### config.mk
export PLATFORM = sky130hd
export DESIGN_NAME = gio_ports
export DESIGN_NICKNAME = d
export VERILOG_FILES = /design/src/common/gio_pkg.sv /design/src/hw/gio_ports.sv
export SDC_FILE = /design/constraint.sdc
export NUM_CORES = 1
export LEC_CHECK = 0
export BUFFER_PORTS_ARGS = -buffer_cell sky130_fd_sc_hd__buf_2
export CORE_ASPECT_RATIO = 1.1
export CORE_MARGIN = 5
export CORE_UTILIZATION = 50
export CTS_CLUSTER_SIZE = 30
export DETAILED_ROUTE_END_ITERATION = 16
export GPL_TIMING_DRIVEN = 0
export PLACE_DENSITY = 0.86
export SLEW_MARGIN = 40
export SYNTH_ARGS = -nofsm -noshare
export SYNTH_HDL_FRONTEND = slang
export SYNTH_SLANG_ARGS = --single-unit
### constraint.sdc
create_clock -name clk -period 3.95 [get_ports clk]
set_input_delay 0.1975 -clock clk [delete_from_list [all_inputs] [get_ports clk]]
set_output_delay 0.1975 -clock clk [all_outputs]
set_load 0.01 [all_outputs]
### src/common/gio_pkg.sv
// Package with the constants, types and decode helpers of the general purpose ports.
// Functional notes
// - Seven 8-bit ports, data at 0x12..0x25.
// - Input read unlatched, pad sampled at phase two.
// - Output latch holds until rewritten.
// - Per-line direction bit, 1 input, 0 output.
// - Read returns pad if input, latch otherwise.
// - Direction registers follow data, last at 0x26.
// - Output lines always drive push-pull.
// - Lines undriven after reset, pulled per option.
// - Bit operations read, modify, write back latch.
// - Any port A line wakes halted device.
// - Build-time pull-high option per line.
// - Serial enables take over TX/RX, drop RX pull.
package gio_pkg;

  localparam int NUM_PORTS = 7;
  localparam int PORT_W    = 8;
  localparam int ADDR_W    = 8;

  // Index 0 is port A, index 6 is port G.
  localparam logic [NUM_PORTS-1:0][ADDR_W-1:0] DATA_ADDR = {
    8'h25, 8'h1c, 8'h1a, 8'h18, 8'h16, 8'h14, 8'h12
  };
  localparam logic [NUM_PORTS-1:0][ADDR_W-1:0] DIR_ADDR = {
    8'h26, 8'h1d, 8'h1b, 8'h19, 8'h17, 8'h15, 8'h13
  };

  localparam logic [PORT_W-1:0] DATA_RST = 8'h00;
  localparam logic [PORT_W-1:0] DIR_RST  = 8'hff;

  // Shared serial lines sit on port C.
  localparam int PORT_A      = 0;
  localparam int SER_PORT    = 2;
  localparam int SER_TX_BIT  = 0;
  localparam int SER_RX_BIT  = 1;

  typedef logic [NUM_PORTS-1:0][PORT_W-1:0] gio_lines_t;

  typedef struct packed {
    gio_lines_t out;
    gio_lines_t oe;
    gio_lines_t pull;
  } gio_pad_drv_s;

  typedef struct packed {
    logic       hit;
    logic       dir;
    logic [2:0] idx;
  } gio_dec_s;

  function automatic gio_dec_s gio_decode(input logic [ADDR_W-1:0] a);
    gio_dec_s d;
    d = '0;
    for (int i = 0; i < NUM_PORTS; i++) begin
      if (a == DATA_ADDR[i]) begin
        d.hit = 1'b1;
        d.dir = 1'b0;
        d.idx = 3'(i);
      end
      if (a == DIR_ADDR[i]) begin
        d.hit = 1'b1;
        d.dir = 1'b1;
        d.idx = 3'(i);
      end
    end
    return d;
  endfunction

  function automatic logic [PORT_W-1:0] gio_port_view(input logic [PORT_W-1:0] dir,
                                                      input logic [PORT_W-1:0] latch,
                                                      input logic [PORT_W-1:0] pad);
    return (dir & pad) | (~dir & latch);
  endfunction

endpackage

### src/hw/gio_ports.sv
// Seven bidirectional general purpose ports on the data memory bus.
module gio_ports #(
  parameter gio_pkg::gio_lines_t PULL_HIGH_OPT = '0
) (
  input  wire logic                        clk,
  input  wire logic                        rst,
  input  wire logic [gio_pkg::ADDR_W-1:0]  mem_addr,
  input  wire logic [gio_pkg::PORT_W-1:0]  mem_wdata,
  input  wire logic                        mem_wr,
  input  wire logic                        mem_rd,
  input  wire logic                        instruction_phase_two,
  output logic      [gio_pkg::PORT_W-1:0]  mem_rdata,
  output logic                             mem_rhit,
  input  wire gio_pkg::gio_lines_t         pad_in,
  output gio_pkg::gio_pad_drv_s            pad_drv,
  input  wire logic                        halted,
  output logic                             wake_req,
  input  wire logic                        serial_unit_enable,
  input  wire logic                        serial_transmit_enable,
  input  wire logic                        serial_receive_enable,
  input  wire logic                        serial_tx_data,
  output logic                             serial_rx_data
);

  gio_pkg::gio_lines_t           latch_all;
  gio_pkg::gio_lines_t           dir_all;
  gio_pkg::gio_lines_t           port_view;
  gio_pkg::gio_lines_t           nxt_out;
  gio_pkg::gio_lines_t           nxt_oe;
  gio_pkg::gio_lines_t           nxt_pull;
  gio_pkg::gio_lines_t           pad_out_ff;
  gio_pkg::gio_lines_t           pad_oe_ff;
  gio_pkg::gio_lines_t           pad_pull_ff;
  gio_pkg::gio_dec_s             wdec;
  gio_pkg::gio_dec_s             rdec;
  logic [gio_pkg::PORT_W-1:0]    port_a_data_ff;
  logic [gio_pkg::PORT_W-1:0]    port_b_data_ff;
  logic [gio_pkg::PORT_W-1:0]    port_c_data_ff;
  logic [gio_pkg::PORT_W-1:0]    port_d_data_ff;
  logic [gio_pkg::PORT_W-1:0]    port_e_data_ff;
  logic [gio_pkg::PORT_W-1:0]    port_f_data_ff;
  logic [gio_pkg::PORT_W-1:0]    port_g_data_ff;
  logic [gio_pkg::PORT_W-1:0]    port_a_dir_ff;
  logic [gio_pkg::PORT_W-1:0]    port_b_dir_ff;
  logic [gio_pkg::PORT_W-1:0]    port_c_dir_ff;
  logic [gio_pkg::PORT_W-1:0]    port_d_dir_ff;
  logic [gio_pkg::PORT_W-1:0]    port_e_dir_ff;
  logic [gio_pkg::PORT_W-1:0]    port_f_dir_ff;
  logic [gio_pkg::PORT_W-1:0]    port_g_dir_ff;
  logic [gio_pkg::NUM_PORTS-1:0] data_we;
  logic [gio_pkg::NUM_PORTS-1:0] dir_we;
  logic [gio_pkg::PORT_W-1:0]    rdata_ff;
  logic [gio_pkg::PORT_W-1:0]    nxt_rdata;
  logic [gio_pkg::PORT_W-1:0]    prev_a_ff;
  logic                          rhit_ff;
  logic                          rd_take;
  logic                          wake_ff;
  logic                          rx_ff;
  logic                          tx_take;
  logic                          rx_take;

  // One strobe per port, so a write touches only the register it addresses.
  function automatic logic [gio_pkg::NUM_PORTS-1:0] bank_we(input gio_pkg::gio_dec_s d,
                                                            input logic              wr,
                                                            input logic              dir_bank);
    logic [gio_pkg::NUM_PORTS-1:0] we;
    we = '0;
    if (wr && d.hit && (d.dir == dir_bank)) begin
      we[d.idx] = 1'b1;
    end
    return we;
  endfunction

  assign wdec    = gio_pkg::gio_decode(mem_addr);
  assign rdec    = gio_pkg::gio_decode(mem_addr);
  assign rd_take = mem_rd & instruction_phase_two;
  assign tx_take = serial_unit_enable & serial_transmit_enable;
  assign rx_take = serial_unit_enable & serial_receive_enable;
  assign data_we = bank_we(wdec, mem_wr, 1'b0);
  assign dir_we  = bank_we(wdec, mem_wr, 1'b1);

  // Each register keeps its value until a write strobes it or reset loads it; nothing else touches it.
  always_ff @(posedge clk) begin
    if (rst) begin
      port_a_data_ff <= gio_pkg::DATA_RST;
    end else if (data_we[0]) begin
      port_a_data_ff <= mem_wdata;
    end else begin
      port_a_data_ff <= port_a_data_ff;
    end
  end

  always_ff @(posedge clk) begin
    if (rst) begin
      port_b_data_ff <= gio_pkg::DATA_RST;
    end else if (data_we[1]) begin
      port_b_data_ff <= mem_wdata;
    end else begin
      port_b_data_ff <= port_b_data_ff;
    end
  end

  always_ff @(posedge clk) begin
    if (rst) begin
      port_c_data_ff <= gio_pkg::DATA_RST;
    end else if (data_we[2]) begin
      port_c_data_ff <= mem_wdata;
    end else begin
      port_c_data_ff <= port_c_data_ff;
    end
  end

  always_ff @(posedge clk) begin
    if (rst) begin
      port_d_data_ff <= gio_pkg::DATA_RST;
    end else if (data_we[3]) begin
      port_d_data_ff <= mem_wdata;
    end else begin
      port_d_data_ff <= port_d_data_ff;
    end
  end

  always_ff @(posedge clk) begin
    if (rst) begin
      port_e_data_ff <= gio_pkg::DATA_RST;
    end else if (data_we[4]) begin
      port_e_data_ff <= mem_wdata;
    end else begin
      port_e_data_ff <= port_e_data_ff;
    end
  end

  always_ff @(posedge clk) begin
    if (rst) begin
      port_f_data_ff <= gio_pkg::DATA_RST;
    end else if (data_we[5]) begin
      port_f_data_ff <= mem_wdata;
    end else begin
      port_f_data_ff <= port_f_data_ff;
    end
  end

  always_ff @(posedge clk) begin
    if (rst) begin
      port_g_data_ff <= gio_pkg::DATA_RST;
    end else if (data_we[6]) begin
      port_g_data_ff <= mem_wdata;
    end else begin
      port_g_data_ff <= port_g_data_ff;
    end
  end

  always_ff @(posedge clk) begin
    if (rst) begin
      port_a_dir_ff <= gio_pkg::DIR_RST;
    end else if (dir_we[0]) begin
      port_a_dir_ff <= mem_wdata;
    end else begin
      port_a_dir_ff <= port_a_dir_ff;
    end
  end

  always_ff @(posedge clk) begin
    if (rst) begin
      port_b_dir_ff <= gio_pkg::DIR_RST;
    end else if (dir_we[1]) begin
      port_b_dir_ff <= mem_wdata;
    end else begin
      port_b_dir_ff <= port_b_dir_ff;
    end
  end

  always_ff @(posedge clk) begin
    if (rst) begin
      port_c_dir_ff <= gio_pkg::DIR_RST;
    end else if (dir_we[2]) begin
      port_c_dir_ff <= mem_wdata;
    end else begin
      port_c_dir_ff <= port_c_dir_ff;
    end
  end

  always_ff @(posedge clk) begin
    if (rst) begin
      port_d_dir_ff <= gio_pkg::DIR_RST;
    end else if (dir_we[3]) begin
      port_d_dir_ff <= mem_wdata;
    end else begin
      port_d_dir_ff <= port_d_dir_ff;
    end
  end

  always_ff @(posedge clk) begin
    if (rst) begin
      port_e_dir_ff <= gio_pkg::DIR_RST;
    end else if (dir_we[4]) begin
      port_e_dir_ff <= mem_wdata;
    end else begin
      port_e_dir_ff <= port_e_dir_ff;
    end
  end

  always_ff @(posedge clk) begin
    if (rst) begin
      port_f_dir_ff <= gio_pkg::DIR_RST;
    end else if (dir_we[5]) begin
      port_f_dir_ff <= mem_wdata;
    end else begin
      port_f_dir_ff <= port_f_dir_ff;
    end
  end

  always_ff @(posedge clk) begin
    if (rst) begin
      port_g_dir_ff <= gio_pkg::DIR_RST;
    end else if (dir_we[6]) begin
      port_g_dir_ff <= mem_wdata;
    end else begin
      port_g_dir_ff <= port_g_dir_ff;
    end
  end

  // Port A sits at index 0, the same order the address decode hands out.
  assign latch_all = {port_g_data_ff,
                      port_f_data_ff,
                      port_e_data_ff,
                      port_d_data_ff,
                      port_c_data_ff,
                      port_b_data_ff,
                      port_a_data_ff};
  assign dir_all   = {port_g_dir_ff,
                      port_f_dir_ff,
                      port_e_dir_ff,
                      port_d_dir_ff,
                      port_c_dir_ff,
                      port_b_dir_ff,
                      port_a_dir_ff};

  // Output lines return the latch so set, clear and complement keep other bits intact.
  always_comb begin
    for (int i = 0; i < gio_pkg::NUM_PORTS; i++) begin
      port_view[i] = gio_pkg::gio_port_view(dir_all[i], latch_all[i], pad_in[i]);
    end
  end

  always_comb begin
    nxt_rdata = '0;
    if (rdec.hit && rdec.dir) begin
      nxt_rdata = dir_all[rdec.idx];
    end else if (rdec.hit) begin
      nxt_rdata = port_view[rdec.idx];
    end
  end

  // The pad is taken only in the phase-two cycle of the read, nothing is held before it.
  always_ff @(posedge clk) begin
    if (rst) begin
      rdata_ff <= '0;
    end else if (rd_take) begin
      rdata_ff <= nxt_rdata;
    end
  end

  always_ff @(posedge clk) begin
    if (rst) begin
      rhit_ff <= 1'b0;
    end else begin
      rhit_ff <= rd_take && rdec.hit;
    end
  end

  // The serial unit overrides the shared lines without touching latch or direction.
  always_comb begin
    nxt_out = latch_all;
    if (tx_take) begin
      nxt_out[gio_pkg::SER_PORT][gio_pkg::SER_TX_BIT] = serial_tx_data;
    end
  end

  always_comb begin
    nxt_oe = ~dir_all;
    if (tx_take) begin
      nxt_oe[gio_pkg::SER_PORT][gio_pkg::SER_TX_BIT] = 1'b1;
    end
    if (rx_take) begin
      nxt_oe[gio_pkg::SER_PORT][gio_pkg::SER_RX_BIT] = 1'b0;
    end
  end

  always_comb begin
    nxt_pull = PULL_HIGH_OPT;
    if (rx_take) begin
      nxt_pull[gio_pkg::SER_PORT][gio_pkg::SER_RX_BIT] = 1'b0;
    end
  end

  // Pad drive is registered, so a direction or latch change shows one cycle later.
  always_ff @(posedge clk) begin
    if (rst) begin
      pad_out_ff <= '0;
    end else begin
      pad_out_ff <= nxt_out;
    end
  end

  always_ff @(posedge clk) begin
    if (rst) begin
      pad_oe_ff <= '0;
    end else begin
      pad_oe_ff <= nxt_oe;
    end
  end

  always_ff @(posedge clk) begin
    if (rst) begin
      pad_pull_ff <= PULL_HIGH_OPT;
    end else begin
      pad_pull_ff <= nxt_pull;
    end
  end

  always_ff @(posedge clk) begin
    if (rst) begin
      rx_ff <= 1'b1;
    end else begin
      rx_ff <= pad_in[gio_pkg::SER_PORT][gio_pkg::SER_RX_BIT] | ~rx_take;
    end
  end

  // Following the pad through reset as well keeps a false edge away from the release.
  always_ff @(posedge clk) begin
    prev_a_ff <= pad_in[gio_pkg::PORT_A];
  end

  // A falling edge on any port A line while halted requests wake-up.
  always_ff @(posedge clk) begin
    if (rst) begin
      wake_ff <= 1'b0;
    end else begin
      wake_ff <= halted && |(prev_a_ff & ~pad_in[gio_pkg::PORT_A]);
    end
  end

  assign mem_rdata      = rdata_ff;
  assign mem_rhit       = rhit_ff;
  assign pad_drv        = {pad_out_ff, pad_oe_ff, pad_pull_ff};
  assign wake_req       = wake_ff;
  assign serial_rx_data = rx_ff;

endmodule

==> metrics.md <==
| Metric | Value |
|---|---|
| Status | finished clean |
| Max_slew headroom | 50.9% |
| Leakage | 5.98 nW |
| Top post-synthesis cells by area | dfxtp_1 (50%), mux2i_1 (11%), buf_4 (4.5%) |
| CP Data Required Time | 4340 ps |
| Met3 Use GR | 4.98% |
| Syn. warnings | 0 |
| Final setup TNS | 0 ps |
| First DRT Iteration DRCs | 833 |
| Area delta synth->final | 25.1% |
| Leading area contributor after synthesis | dfxtp_1 |
| Layout Skew | 10.8 ps |
| Post-synth top cells | dfxtp_1 (243), mux2i_1 (107), nor2_1 (83), buf_4 (59), inv_1 (57) |
| DR vias/cell | 5.42 |
| FF/Latch Area | 4860 um2 |
| Gate count of the mapped netlist | 989 |
| Vias in the first global route | 8,416 |
| CP arrival | 2640 ps |
| CTS tree | yes |
| Global route hottest layer | met2 |
| # fillers | 1,584 |
| CTS resizes | 0 |
| Worst setup SP type | input pin |
| Cell area after synthesis | 9760 um2 |
| Slew @ Worst Pin | 733 ps |
| Reg2reg setup slack | 2060 ps |
| RSZ-0062 raised after global routing | false |
| VDD IR max | 0.293 mV |
| Layout cells sized above 1 | 26.8% |
| H-tree levels | 1 |
| GRT overflow | 0 |
| DR WL/cell | 20.7 um |
| Die width | 143 um |
| Post-layout minimum cycle time | 2250 ps |
| Vias post-DR | 8,408 |
| M1 GR Usage | 35.5% |
| Post-CTS setup buffer count | 0 |
| Core ar. | 19,200 um2 |
| Area occupied by multi-input gates | 4240 um2 |
| Site Rows | 53 |
| Final GP Congestion | 0.956 |
| Die Y | 157 um |
| Cell variety after synth | 61 |
| PortBufs | 200 |
| Fmax | 0.444 GHz |
| Num ports | 261 |
| HP Class | input pin to flip-flop |
| FFs w/ async S/R, synth | 0% |
| M2 GR Usage | 44.4% |
| Seq/Total Area, Yosys | 49.8% |
| Clock sinks | 243 |
| Pwr Density | 412 nW/um2 |
| Pins Over Slew Limit | 0 |
| CTS Buf Count | 23 |
| Residual DRC | 0 |
| Max reg flops | 112 |
| Critical path class | input pin to flip-flop |
| Hold Violations, Final | 0 |
| Post-Route WL | 32.1 mm |
| GRT Total Usage | 27.6% |
| Yosys top cell area share | 49.8% |
| Clock Latency Late Sink | 510 ps |
| Post-DP HPWL | 24.3 mm |
| Seq cells post-synth | 243 |
| CTS Root Cell | clkbuf_16 |
| Overall die area | 22,400 um2 |
| CTS clock-pin slew for the worst setup and hold paths | 70 ps |
| Hold_buf cts | 16 |
| First-pass GRT wire length | 47.3 mm |
| Nets | 1,369 |
| Count leader, synth | dfxtp_1 |
| Max Buffers Root-to-Sink | 3 |
| Initial antenna violation count | 0 |
| Util after Layout | 63.7% |
| Setup violators final | 0 |
| Starting Density | 50.9% |
| CP max FO | 10 |
| ANT nets after route | 0 |
| Top_reg_cell synth | dfxtp_1 |
| Largest net degree at the start of global routing | 16 |
| Syn avg cell area | 9.87 um2 |
| Max-Cap Viols | 0 |
| Setup crit end kind | flip-flop |
| Post-synth EDFFs | 0 |
| DR pass1 iterations | 7 |
| Final cycle utilization of the critical path | 57.0% |
==> layout by cell type, fill, tap and decap left out, types with 5 or more instances in the layout <==
master	Yosys	routed
dfxtp_1	243	243
buf_2	14	215
mux2i_1	107	107
nor2_1	83	83
buf_4	59	59
inv_1	57	57
nor2b_1	56	56
nand2b_1	56	56
conb_1	1	56
nand2_1	40	40
a211o_1	38	38
a21oi_1	36	36
clkbuf_1	31	35
clkbuf_16	0	23
nor3_1	20	20
o21ai_0	16	16
dlygate4sd3_1	0	16
mux2_2	14	14
a22oi_1	11	11
o22ai_1	8	8
nand3_1	8	8
and3_1	6	6
a32oi_1	6	6
a221oi_1	6	6
nor3_4	5	5
buf_1	5	5
a211oi_1	5	5
==> critical path, stage by stage <==
cell and delay [ps]:
buf_2 200, clkbuf_1 390, nor2b_1 520, nand2_1 330, nor3_4 410, buf_4 250
nor2b_1 70, a211o_1 270
==> metal layers <==
metal / vias up / routed length [um]
met1: 3935 / 12400
met3: 121 / 3160
met4: 0 / 1870
li1: 3866 / -
met5: - / 0
met2: 486 / 14800
==> power by group <==
part	internal (mW)	switching [mW]	leakage (nW)
registers	2.46	0.00617	1.96
logic	0.146	0.220	3.66
clock network	1.26	0.938	0.359
==> through the flow <==
stage | cells | worst slack [ps] | power, mW | cell area, um2 | hold WS [ps]
6_report | 1550 | 1700 | 5.04 | 12200 | 69.1
5_1_grt | 1549 | 1570 | 5.18 | 12200 | 65.4
4_1_cts | 1548 | 1760 | 5.04 | 12200 | 59.7
3_5_place_dp | 1492 | 1230 | 2.86 | 11300 | 333
3_3_place_gp | 1491 | 1260 | 2.86 | 11300 | 330
2_1_floorplan | 1044 | 1760 | 2.73 | 9970 | 225
==> kinds of logic (layout without fill, tap and decap cells) <==
kind of cell    Yosys count  count (layout)  synth area share (%)
compound gates          159             159                  11.9
xor+xnor                  1               1                0.0897
simple gates            297             297                  16.6
flops                   243             243                  49.8
buf+inv                 167             425                  8.95
other cells               1              57                0.0384
mux                     121             121                  12.6
==> final cells by class <==
type | count | share of cell area (%)
antenna | 1 | 0.0205
buffer | 110 | 5.40
inverter | 57 | 1.75
clock inverter | 10 | 0.973
clock buffer | 30 | 5.17
multi-input combinational | 634 | 34.7
tap | 247 | 2.53
sequential | 243 | 39.8
timing repair buffer | 218 | 9.64
==> worst paths after layout <==
kind                                             from          endpoint  cells past startpoint
worst max-delay path                      mem_addr[1]  port_e_dir_ff[0]                      8
worst min-delay path            instruction_phase_two      mem_rdata[3]                      4
worst max register to register       port_f_dir_ff[7]      mem_rdata[7]                      6
worst min register to register           mem_rdata[3]      mem_rdata[3]                      2
Power figures use the tool's default switching activity.
